## config.mk

```make
export PLATFORM = sky130hd
export DESIGN_NAME = vcr_resource_regs
export DESIGN_NICKNAME = d
export VERILOG_FILES = /design/src/core/vcr_resource_regs.v /design/src/core/vcr_tbl_mem.v
export VERILOG_INCLUDE_DIRS = /design/src /design/src/core
export SDC_FILE = /design/constraint.sdc
export NUM_CORES = 1
export LEC_CHECK = 0
export BUFFER_PORTS_ARGS = -buffer_cell sky130_fd_sc_hd__buf_2
export CAP_MARGIN = 5
export CORE_UTILIZATION = 25
export DETAILED_ROUTE_END_ITERATION = 8
export PLACE_DENSITY = 0.51
export SLEW_MARGIN = 20
export SYNTH_ARGS = -nofsm -noshare
export SYNTH_HDL_FRONTEND = slang
export SYNTH_SLANG_ARGS = --single-unit
```

## constraint.sdc

```tcl
create_clock -name core_clk_i -period 7.8 [get_ports core_clk_i]
set_input_delay 0.78 -clock core_clk_i [delete_from_list [all_inputs] [get_ports core_clk_i]]
set_output_delay 0.78 -clock core_clk_i [all_outputs]
set_load 0.005 [all_outputs]
```

## src/core/vcr_regs.vh

```
/*
  vc0 resource register block: offsets, field positions, reset values
  and load-sequencer counts, shared by the design files.
  assumes byte addressing on a 12-bit configuration offset.
*/
`ifndef VCR_REGS_VH
`define VCR_REGS_VH

`define VCR_ADDR_W        12
`define VCR_CAP_OFFS      12'h150
`define VCR_CTRL_OFFS     12'h154
`define VCR_STAT_OFFS     12'h158
`define VCR_VC_CAP_BASE   12'h140

`define VCR_PARB_CAP_LSB  0
`define VCR_PARB_CAP_RST  8'h19
`define VCR_SW_OPT_BIT    14
`define VCR_SW_OPT_RST    1'b0
`define VCR_SNOOP_BIT     15
`define VCR_SNOOP_RST     1'b0
`define VCR_MAX_TS_LSB    16
`define VCR_MAX_TS_RST    7'h7F
`define VCR_TBL_OFFS_LSB  24
`define VCR_TBL_OFFS_RST  8'h04
`define VCR_TBL_UNIT_SH   4

`define VCR_TC_MAP_LSB    0
`define VCR_TC_MAP_RST    8'hFF
`define VCR_LOAD_BIT      16
`define VCR_SEL_LSB       17
`define VCR_SEL_RST       3'h0
`define VCR_SEL_RR        3'h0
`define VCR_SEL_WRR128    3'h3
`define VCR_VCID_LSB      24
`define VCR_VCID_RST      3'h0
`define VCR_EN_BIT        31
`define VCR_EN_RST        1'b1

`define VCR_TBL_STAT_BIT  16
`define VCR_NEG_BIT       17

`define VCR_TBL_AW        4
`define VCR_TBL_LAST      4'hF

`endif

```

## src/core/vcr_resource_regs.v

```verilog
/*
  vc0 resource capability, control and status registers with the port
  arbitration table store and its load sequencer.
  assumes a one-cycle strobe register port on core_clk_i, and that the
  negotiation-pending level comes from logic on the same clock.
*/
// Contract
// - capability bits 7:0 read 19h: round robin, wrr and time-based wrr with 128 phases.
// - time-based wrr is never accepted as the scheme of channel 0.
// - capability bit 14, switching-optimized-only, always reads 0.
// - capability bit 15, snoop rejection, always reads 0.
// - capability bits 22:16 hold max time slots minus one, 7Fh, reloadable from eeprom.
// - capability bits 31:24 give the table offset in sixteen-byte units, 04h.
// - control bits 7:0 are the writable tc map, reset FFh, reloadable from eeprom.
// - writing 1 to control bit 16 applies the table; the bit always reads 0.
// - control bits 19:17 select the scheme; only 000b and 011b stick, others give 000b.
// - control bits 26:24 hold the read-only vc id 000b.
// - control bit 31 is the vc enable, reset 1.
// - status bit 16 sets whenever software writes a table entry.
// - status bit 16 clears when the load of the stored table finishes.
// - status bit 17 reads 1 while vc negotiation is pending.
// - the three registers decode at 150h, 154h and 158h.
`timescale 1ns/1ps
`include "vcr_regs.vh"
module vcr_resource_regs (
  input  wire        core_clk_i,
  input  wire        reset_i,
  input  wire        ce_i,
  input  wire [11:0] addr_i,
  input  wire [31:0] wr_data_i,
  input  wire        wr_en_i,
  input  wire        rd_en_i,
  output reg  [31:0] rd_data_o,
  input  wire        eeprom_load_i,
  input  wire [7:0]  eeprom_tc_map_i,
  input  wire [6:0]  eeprom_max_ts_i,
  input  wire        neg_pending_i,
  output reg  [7:0]  tc_map_o,
  output reg  [2:0]  arb_select_o,
  output reg         vc_enable_o,
  output reg         tbl_load_busy_o,
  output reg         tbl_load_valid_o,
  output reg  [3:0]  tbl_load_index_o,
  output reg  [31:0] tbl_load_data_o
);

  localparam ST_IDLE = 2'b00;
  localparam ST_READ = 2'b01;
  localparam ST_WAIT = 2'b10;

  localparam [11:0] TBL_BASE =
    `VCR_VC_CAP_BASE + {`VCR_TBL_OFFS_RST, {`VCR_TBL_UNIT_SH{1'b0}}};

  function tbl_hit;
    input [11:0] a;
    begin
      tbl_hit = (a[11:2] >= TBL_BASE[11:2]) &&
                (a[11:2] <= TBL_BASE[11:2] + {6'h00, `VCR_TBL_LAST});
    end
  endfunction

  function [2:0] sel_filter;
    input [2:0] s;
    begin
      if (s == `VCR_SEL_RR || s == `VCR_SEL_WRR128) begin
        sel_filter = s;
      end else begin
        sel_filter = `VCR_SEL_RR;
      end
    end
  endfunction

  reg  [6:0]  max_ts_reg;
  reg         tbl_stat_reg;
  reg         neg_reg;
  reg  [1:0]  seq_state_reg;
  reg  [3:0]  seq_idx_reg;
  reg         rd_pend_reg;
  reg  [3:0]  pend_idx_reg;
  reg  [31:0] rd_data_next;
  wire [31:0] mem_q;
  wire        hit_cap  = (addr_i == `VCR_CAP_OFFS);
  wire        hit_ctrl = (addr_i == `VCR_CTRL_OFFS);
  wire        hit_stat = (addr_i == `VCR_STAT_OFFS);
  wire        tbl_wr   = wr_en_i && tbl_hit(addr_i);
  wire [3:0]  tbl_widx = addr_i[5:2] - TBL_BASE[5:2];
  wire        load_req = wr_en_i && hit_ctrl && wr_data_i[`VCR_LOAD_BIT];
  wire        seq_rd   = (seq_state_reg == ST_READ);
  wire        load_done = rd_pend_reg && (pend_idx_reg == `VCR_TBL_LAST);

  vcr_tbl_mem #(
    .AW (`VCR_TBL_AW),
    .DW (32)
  ) u_tbl (
    .core_clk_i (core_clk_i),
    .reset_i    (reset_i),
    .ce_i       (ce_i),
    .wr_en_i    (tbl_wr),
    .wr_addr_i  (tbl_widx),
    .wr_data_i  (wr_data_i),
    .rd_en_i    (seq_rd),
    .rd_addr_i  (seq_idx_reg),
    .rd_data_o  (mem_q)
  );

  // read mux
  always @* begin
    rd_data_next = 32'h0000_0000;
    if (hit_cap) begin
      rd_data_next[`VCR_PARB_CAP_LSB +: 8] = `VCR_PARB_CAP_RST;
      rd_data_next[`VCR_SW_OPT_BIT]        = `VCR_SW_OPT_RST;
      rd_data_next[`VCR_SNOOP_BIT]         = `VCR_SNOOP_RST;
      rd_data_next[`VCR_MAX_TS_LSB +: 7]   = max_ts_reg;
      rd_data_next[`VCR_TBL_OFFS_LSB +: 8] = `VCR_TBL_OFFS_RST;
    end else if (hit_ctrl) begin
      rd_data_next[`VCR_TC_MAP_LSB +: 8] = tc_map_o;
      rd_data_next[`VCR_LOAD_BIT]        = 1'b0;
      rd_data_next[`VCR_SEL_LSB +: 3]    = arb_select_o;
      rd_data_next[`VCR_VCID_LSB +: 3]   = `VCR_VCID_RST;
      rd_data_next[`VCR_EN_BIT]          = vc_enable_o;
    end else if (hit_stat) begin
      rd_data_next[`VCR_TBL_STAT_BIT] = tbl_stat_reg;
      rd_data_next[`VCR_NEG_BIT]      = neg_reg;
    end
  end

  always @(posedge core_clk_i or posedge reset_i) begin
    if (reset_i) begin
      rd_data_o    <= 32'h0000_0000;
      max_ts_reg   <= `VCR_MAX_TS_RST;
      tc_map_o     <= `VCR_TC_MAP_RST;
      arb_select_o <= `VCR_SEL_RST;
      vc_enable_o  <= `VCR_EN_RST;
      tbl_stat_reg <= 1'b0;
      neg_reg      <= 1'b0;
    end else if (ce_i) begin
      if (rd_en_i) begin
        rd_data_o <= rd_data_next;
      end
      if (eeprom_load_i) begin
        max_ts_reg <= eeprom_max_ts_i;
      end
      if (wr_en_i && hit_ctrl) begin
        tc_map_o     <= wr_data_i[`VCR_TC_MAP_LSB +: 8];
        arb_select_o <= sel_filter(wr_data_i[`VCR_SEL_LSB +: 3]);
        vc_enable_o  <= wr_data_i[`VCR_EN_BIT];
      end else if (eeprom_load_i) begin
        tc_map_o <= eeprom_tc_map_i;
      end
      if (tbl_wr) begin
        tbl_stat_reg <= 1'b1;
      end else if (load_done) begin
        tbl_stat_reg <= 1'b0;
      end
      neg_reg <= neg_pending_i;
    end
  end

  // table load sequencer: walks every stored word out to the arbiter
  always @(posedge core_clk_i or posedge reset_i) begin
    if (reset_i) begin
      seq_state_reg    <= ST_IDLE;
      seq_idx_reg      <= 4'h0;
      rd_pend_reg      <= 1'b0;
      pend_idx_reg     <= 4'h0;
      tbl_load_busy_o  <= 1'b0;
      tbl_load_valid_o <= 1'b0;
      tbl_load_index_o <= 4'h0;
      tbl_load_data_o  <= 32'h0000_0000;
    end else if (ce_i) begin
      rd_pend_reg      <= seq_rd;
      pend_idx_reg     <= seq_idx_reg;
      tbl_load_valid_o <= rd_pend_reg;
      if (rd_pend_reg) begin
        tbl_load_index_o <= pend_idx_reg;
        tbl_load_data_o  <= mem_q;
      end
      case (seq_state_reg)
        ST_IDLE: begin
          if (load_req) begin
            seq_state_reg   <= ST_READ;
            seq_idx_reg     <= 4'h0;
            tbl_load_busy_o <= 1'b1;
          end
        end
        ST_READ: begin
          seq_idx_reg <= seq_idx_reg + 4'h1;
          if (seq_idx_reg == `VCR_TBL_LAST) begin
            seq_state_reg <= ST_WAIT;
          end
        end
        ST_WAIT: begin
          if (load_done) begin
            seq_state_reg   <= ST_IDLE;
            tbl_load_busy_o <= 1'b0;
          end
        end
        default: begin
          seq_state_reg   <= ST_IDLE;
          tbl_load_busy_o <= 1'b0;
        end
      endcase
    end
  end

endmodule // vcr_resource_regs

```

## src/core/vcr_tbl_mem.v

```verilog
/*
  port arbitration table store: one write port, one read port,
  registered read data.
  assumes write and read requests come from logic on the same clock.
*/
`timescale 1ns/1ps
module vcr_tbl_mem #(
  parameter AW = 4,
  parameter DW = 32
) (
  input  wire          core_clk_i,
  input  wire          reset_i,
  input  wire          ce_i,
  input  wire          wr_en_i,
  input  wire [AW-1:0] wr_addr_i,
  input  wire [DW-1:0] wr_data_i,
  input  wire          rd_en_i,
  input  wire [AW-1:0] rd_addr_i,
  output reg  [DW-1:0] rd_data_o
);

  reg [DW-1:0] mem_reg [0:(1<<AW)-1];

  always @(posedge core_clk_i) begin
    if (ce_i && wr_en_i) begin
      mem_reg[wr_addr_i] <= wr_data_i;
    end
  end

  always @(posedge core_clk_i or posedge reset_i) begin
    if (reset_i) begin
      rd_data_o <= {DW{1'b0}};
    end else if (ce_i && rd_en_i) begin
      rd_data_o <= mem_reg[rd_addr_i];
    end
  end

endmodule // vcr_tbl_mem

```

; ---- Word-level counts from Yosys, hierarchy flattened
; Memory sizes are Yosys's and may differ from the RTL's. A register that Yosys moved wholly into a read port is not among the register bits.
; Cells that the tools add are included.
[classes]
addsub = 1
n_lt_le_gt_ge = 2
n_eq_ne = 11
muxes = 25
n_bitwise = 1
reduce_logical = 22
[ops]
columns = op, count
row1 = 12-bit by 9-bit equality test with 1-bit output (second input constant), 3
row2 = 8-bit two-way mux, 4
row3 = 2-bit two-way mux, 6
row4 = 2-bit AND reduction, 6
row5 = 10-bit by 7-bit >= comparator with 1-bit output (second input constant), 1
row6 = 10-bit by 7-bit less-or-equal comparator with 1-bit output (second input constant), 1
row7 = 3-bit two-way mux, 3
row8 = 4-bit equality test (second input constant), 2
row9 = 4-bit two-way mux, 2
row10 = 4-bit case mux with 2 select lines, 1
row11 = 4-bit AND reduction, 2
row12 = 1-bit logical AND, 7
row13 = 1-bit two-way mux, 7
row14 = 2-bit != test (second input constant), 3
row15 = 2-bit case mux with 3 select lines, 1
row16 = 2-bit nonzero test, 3
row17 = 4-bit by 1-bit adder with 4-bit output (second input constant), 1
row18 = 3-bit by 2-bit equality test with 1-bit output (second input constant), 1
row19 = 3-bit logical NOT, 1
row20 = 1-bit case mux with 3 select lines, 1
row21 = 3-bit AND reduction, 1
row22 = 2-bit by 1-bit equality test with 1-bit output (second input constant), 1
row23 = 2-bit equality test (second input constant), 1
row24 = 2-bit logical NOT, 1
row25 = other kinds (2), 2
[word_totals]
regBits = 89
ram_bits = 512
inputBits = 66
output_inout_bits = 82
wordCells = 78
memories = 1
[memory_table]
columns = memory, words, word_bits, read_ports, rd_ports_with_merged_regs, write_ports, line
row1 = u_tbl.mem_reg, 16, 32, 1, 1, 1, vcr_tbl_mem.v:22  ; reg [DW-1:0] mem_reg [0:(1<<AW)-1];

; ---- Depth between registers and ports, before layout
[depth]
depth_word = 6
mapped_depth = 8
mapped_depth_nobuf = 5

; ---- By module
; From an unflattened synthesis, not the netlist that was laid out.
[hier_totals]
cells_unflattened = 1506
area_unflattened_um2 = 24801.3
[by_module_without_submodules]
columns = mod, instances, cells_per_inst, area_per_inst_um2, seq_area_each_um2
row1 = vcr_tbl_mem, 1, 1207, 20973.9, 16175.5
row2 = vcr_resource_regs, 1, 299, 3827.4, 2197.1

; ---- Least setup slack after synthesis
; Ideal clock, no wire load.
[synth_path]
kind = input -> register
startpoint = input addr_i[9]
endpoint = memory u_tbl.mem_reg[3][0] (enable)
setup_time_ps = 461
t_arrival_ps = 4288
required_time_ps = 7339
setup_slack_ps = 3050
path_stages = 4
path_buffers = 0
path_cell_list = or4b_4 > nor4_1 > nand3_1 > nor3_1
[synth_between]
elab_chain_cells = 6
word_cells_on_any_way = 7
cone_classes = 2 x order compare / 2 x mux / 3 x reduce/logical
[synth_rtl]
columns = item, line
row1 = from (decl), vcr_resource_regs.v:29  ; input wire [11:0] addr_i,
row2 = 10-bit by 7-bit >= comparator with 1-bit output or 10-bit by 7-bit less-or-equal comparator with 1-bit output (tied branches), "vcr_resource_regs.v:57, vcr_resource_regs.v:58"
row3 = 1-bit logical AND (*), vcr_resource_regs.v:57  ; tbl_hit = (a[11:2] >= TBL_BASE[11:2]) &&
row4 = 1-bit logical AND (*), vcr_resource_regs.v:85  ; wire tbl_wr = wr_en_i && tbl_hit(addr_i);
row5 = 1-bit logical AND (*), vcr_tbl_mem.v:25  ; if (ce_i && wr_en_i) begin
row6 = 1-bit two-way mux (*), vcr_tbl_mem.v:25
row7 = 1-bit two-way mux (implied by the code) (*), vcr_tbl_mem.v:26  ; mem_reg[wr_addr_i] <= wr_data_i;
row8 = to (decl), vcr_tbl_mem.v:22
; Mark *: on every way between the ends. The rest lies on a longest branch, timed or not.

; ---- Final worst setup path
[layout_path]
startpoint = input ce_i
endpoint = memory u_tbl.mem_reg[3][27] (enable)
[layout_between]
elab_chain_cells = 3
[layout_rtl]
columns = item, line
row1 = from (decl), vcr_resource_regs.v:28  ; input wire ce_i,
row2 = 1-bit logical AND, vcr_tbl_mem.v:25
row3 = 1-bit two-way mux, vcr_tbl_mem.v:25
row4 = 1-bit two-way mux (implied by the code), vcr_tbl_mem.v:26
; Every way passes these cells.

==> run metrics <==
TNS Setup 0 ns; Post-synth top cells edfxtp_1 (512), mux2i_1 (149), dfrtp_1 (103); routed length per instance 21.5 um; r2r startpoint seq_idx_reg[2]; Post-route DRC 36; Initial DRT Pass Iterations 7; Synth top area share 62.8%; crit path launch type primary input; total CTS buffers 69; # resized after CTS 0; Max Freq 286 MHz; crit share post-route 44.8%; Worst EP required 8.05 ns; nets@finish 1,538; placer congestion estimate 0.748; Final WS setup 4.31 ns; r2r endpoint u_tbl.rd_data_o[22]; clock sink count 631; cell taking the most area after synthesis edfxtp_1; Worst IR Drop VDD 155 uV; Rows 114; Top-Level Pins 148; Post-Place Worst Slack 3.66 ns; Skew-Pair Late Insertion Delay 0.60 ns; max FFs per register 512; post-synthesis cell area 24,500 sq um; Clock transition at path regs 0.06 ns; relative slew slack 28.2%; largest net degree at the start of global routing 65; share of cells above drive strength 1 29.1%; failing checks DRC; Seq/Total Area, Yosys 75.1%; Gate power share 21.1%; CP Capture Type flop; outcome finished, violations left; die width 315 um; fin. max-slew vios 0; via count of the routed design 12,600; CTS root buf clkbuf_16; HP Class primary input to asynchronous set/reset pin; Yosys cell types 56; PwrDens 324 nW/um^2; Fillers 9,421; Power Total 9.48 mW; synthesized instance count 1,305; DP HPWL 37,800 um; min cycle time layout 3.49 ns; Final Hold Viols 0; Die ar. 99,100 sq um; core area 96,900 sq um; post-CTS setup repair buffer count 0; worst r2r path cells 6; antenna violations before repair 6; Die Y 315 um; max-cap violations 0; placed cell area 26,900 sq um; cts-stage hold buffer count 0; effective utilization at floorplan 25.3%; clock group share of total power 35.0%; cell internal pwr 6.82 mW; All-Layer GR Usage 12.1%; Worst Path Max Fanout 27; Post-synth EDFFs 512; clock skew 0.0221 ns; Fin Hold WS 0.326 ns; TritonCTS clock tree built; Longest Clk Path Bufs 3; antenna-violating nets left 0; final-report setup violation count 0; Post-synth top flop edfxtp_1; switching pwr 2.66 mW; R2R setup slack 4.47 ns; synthesized area per cell 18.7 sq um; grt ovf 0; ys async rst share 18.9%; RSZ-0062 raised after global routing no; Seq cells post-synth 631; top-count cell post-synth edfxtp_1; critical path class primary input to flop; Pleak 10.1 nW; Slew @ Worst Pin 1.07 ns; worst path arrival time 3.75 ns; I/O Buffers 132; P&R area growth vs syn 19.7%; Final Instance Area 29,300 sq um; vias in the first global route 13,200; Synth area leaders edfxtp_1 (63%), dfrtp_1 (11%), mux2i_1 (6.1%), mux4_2 (5.8%), mux2_2 (2.9%); CTS H-tree lvls 3; Switching Share 28.1%; number of vias per cell 4.49; Sequential Power Share 43.9%; global-route wire length before repair 88,600 um; Total Wirelength 60,100 um; Ys Warns 0; DRT iter0 DRCs 955
cells in the final DEF, fill, tap and decap left out, types with 14 or more instances in the layout:
cell | netlist | final
a22oi_1 | 55 | 55
a32oi_1 | 21 | 21
buf_2 | 24 | 132
buf_4 | 20 | 23
clkbuf_1 | 36 | 14
clkbuf_16 | 0 | 71
conb_1 | 1 | 15
dfrtp_1 | 103 | 100
dfstp_2 | 16 | 16
edfxtp_1 | 512 | 512
mux2_2 | 62 | 62
mux2i_1 | 149 | 149
mux4_2 | 63 | 63
nand2_1 | 31 | 30
nor2_1 | 39 | 25
nor2_4 | 2 | 14
o21ai_0 | 30 | 30
power groups by stage:
| stage | Clock, mW | Combinational (mW) | Sequential, mW |
|---|---|---|---|
| floorplan | 0 | 1.46 | 4.04 |
| global placement | 0 | 2.02 | 4.25 |
| detailed placement | 0 | 2.04 | 4.25 |
| CTS | 3.40 | 2.04 | 4.18 |
| global route | 3.53 | 2.18 | 4.21 |
| finish | 3.32 | 2.00 | 4.16 |
worst max path at each step:
stage / endpoint / depth (start not counted) / slack [ns] / from
3_3_place_gp: u_tbl.mem_reg[3][1] / 7 / 3.77 / ce_i
3_5_place_dp: u_tbl.mem_reg[3][28] / 7 / 3.66 / ce_i
4_1_cts: u_tbl.mem_reg[3][3] / 7 / 4.28 / ce_i
6_report: u_tbl.mem_reg[3][27] / 7 / 4.31 / ce_i
5_1_grt: u_tbl.mem_reg[3][3] / 7 / 4.10 / ce_i
2_1_floorplan: u_tbl.mem_reg[3][0] / 4 / 3.05 / addr_i[9]
through the flow:
stage | std cells | util, %
final | 2801 | 30.2
after global routing | 2799 | 30.2
after CTS | 2796 | 30.1
after detailed placement | 2673 | 27.8
after global placement | 2664 | 27.5
after floorplan | 1319 | -
cells by family (layout without fill, tap and decap cells):
logic type | count (synthesis) | after routing | synth area share (%)
AO/OA/AOI/OAI | 173 | 173 | 5.41
adder cells (fa/ha/maj) | 1 | 1 | 0.0511
buffers and inverters | 98 | 302 | 1.96
flip-flops | 631 | 631 | 75.1
multiplexers | 274 | 274 | 14.7
other | 1 | 17 | 0.0153
AND/OR/NAND/NOR | 127 | 127 | 2.72
metal layers:
layer	GRT usage (%)	part of all wire, %	vias to the layer above
met4	3.56	1.7	0
met3	2.24	5.5	72
li1	-	-	5587
met1	16.8	46	6578
met5	0	0	-
met2	19.3	47	338
layout make-up:
type / instances / area (sq um) / share of cell area, %
Sequential cell: 631 / 18400 / 62.8
Multi-Input combinational cell: 590 / 5800 / 19.8
Clock buffer: 92 / 1930 / 6.58
Tap cell: 1276 / 1600 / 5.45
Timing Repair Buffer: 167 / 1130 / 3.86
Clock inverter: 31 / 382 / 1.30
Inverter: 12 / 50.0 / 0.171
Antenna cell: 2 / 5.00 / 0.0171
worst max-delay path, cell delays in order:
cell	delay (ns)
buf_2	0.39
nand2_1	0.29
nor4_1	0.33
buf_4	0.23
nand3_1	0.31
nor3_2	0.90
buf_4	0.49
Note: power is estimated with default switching activity, not from simulation.
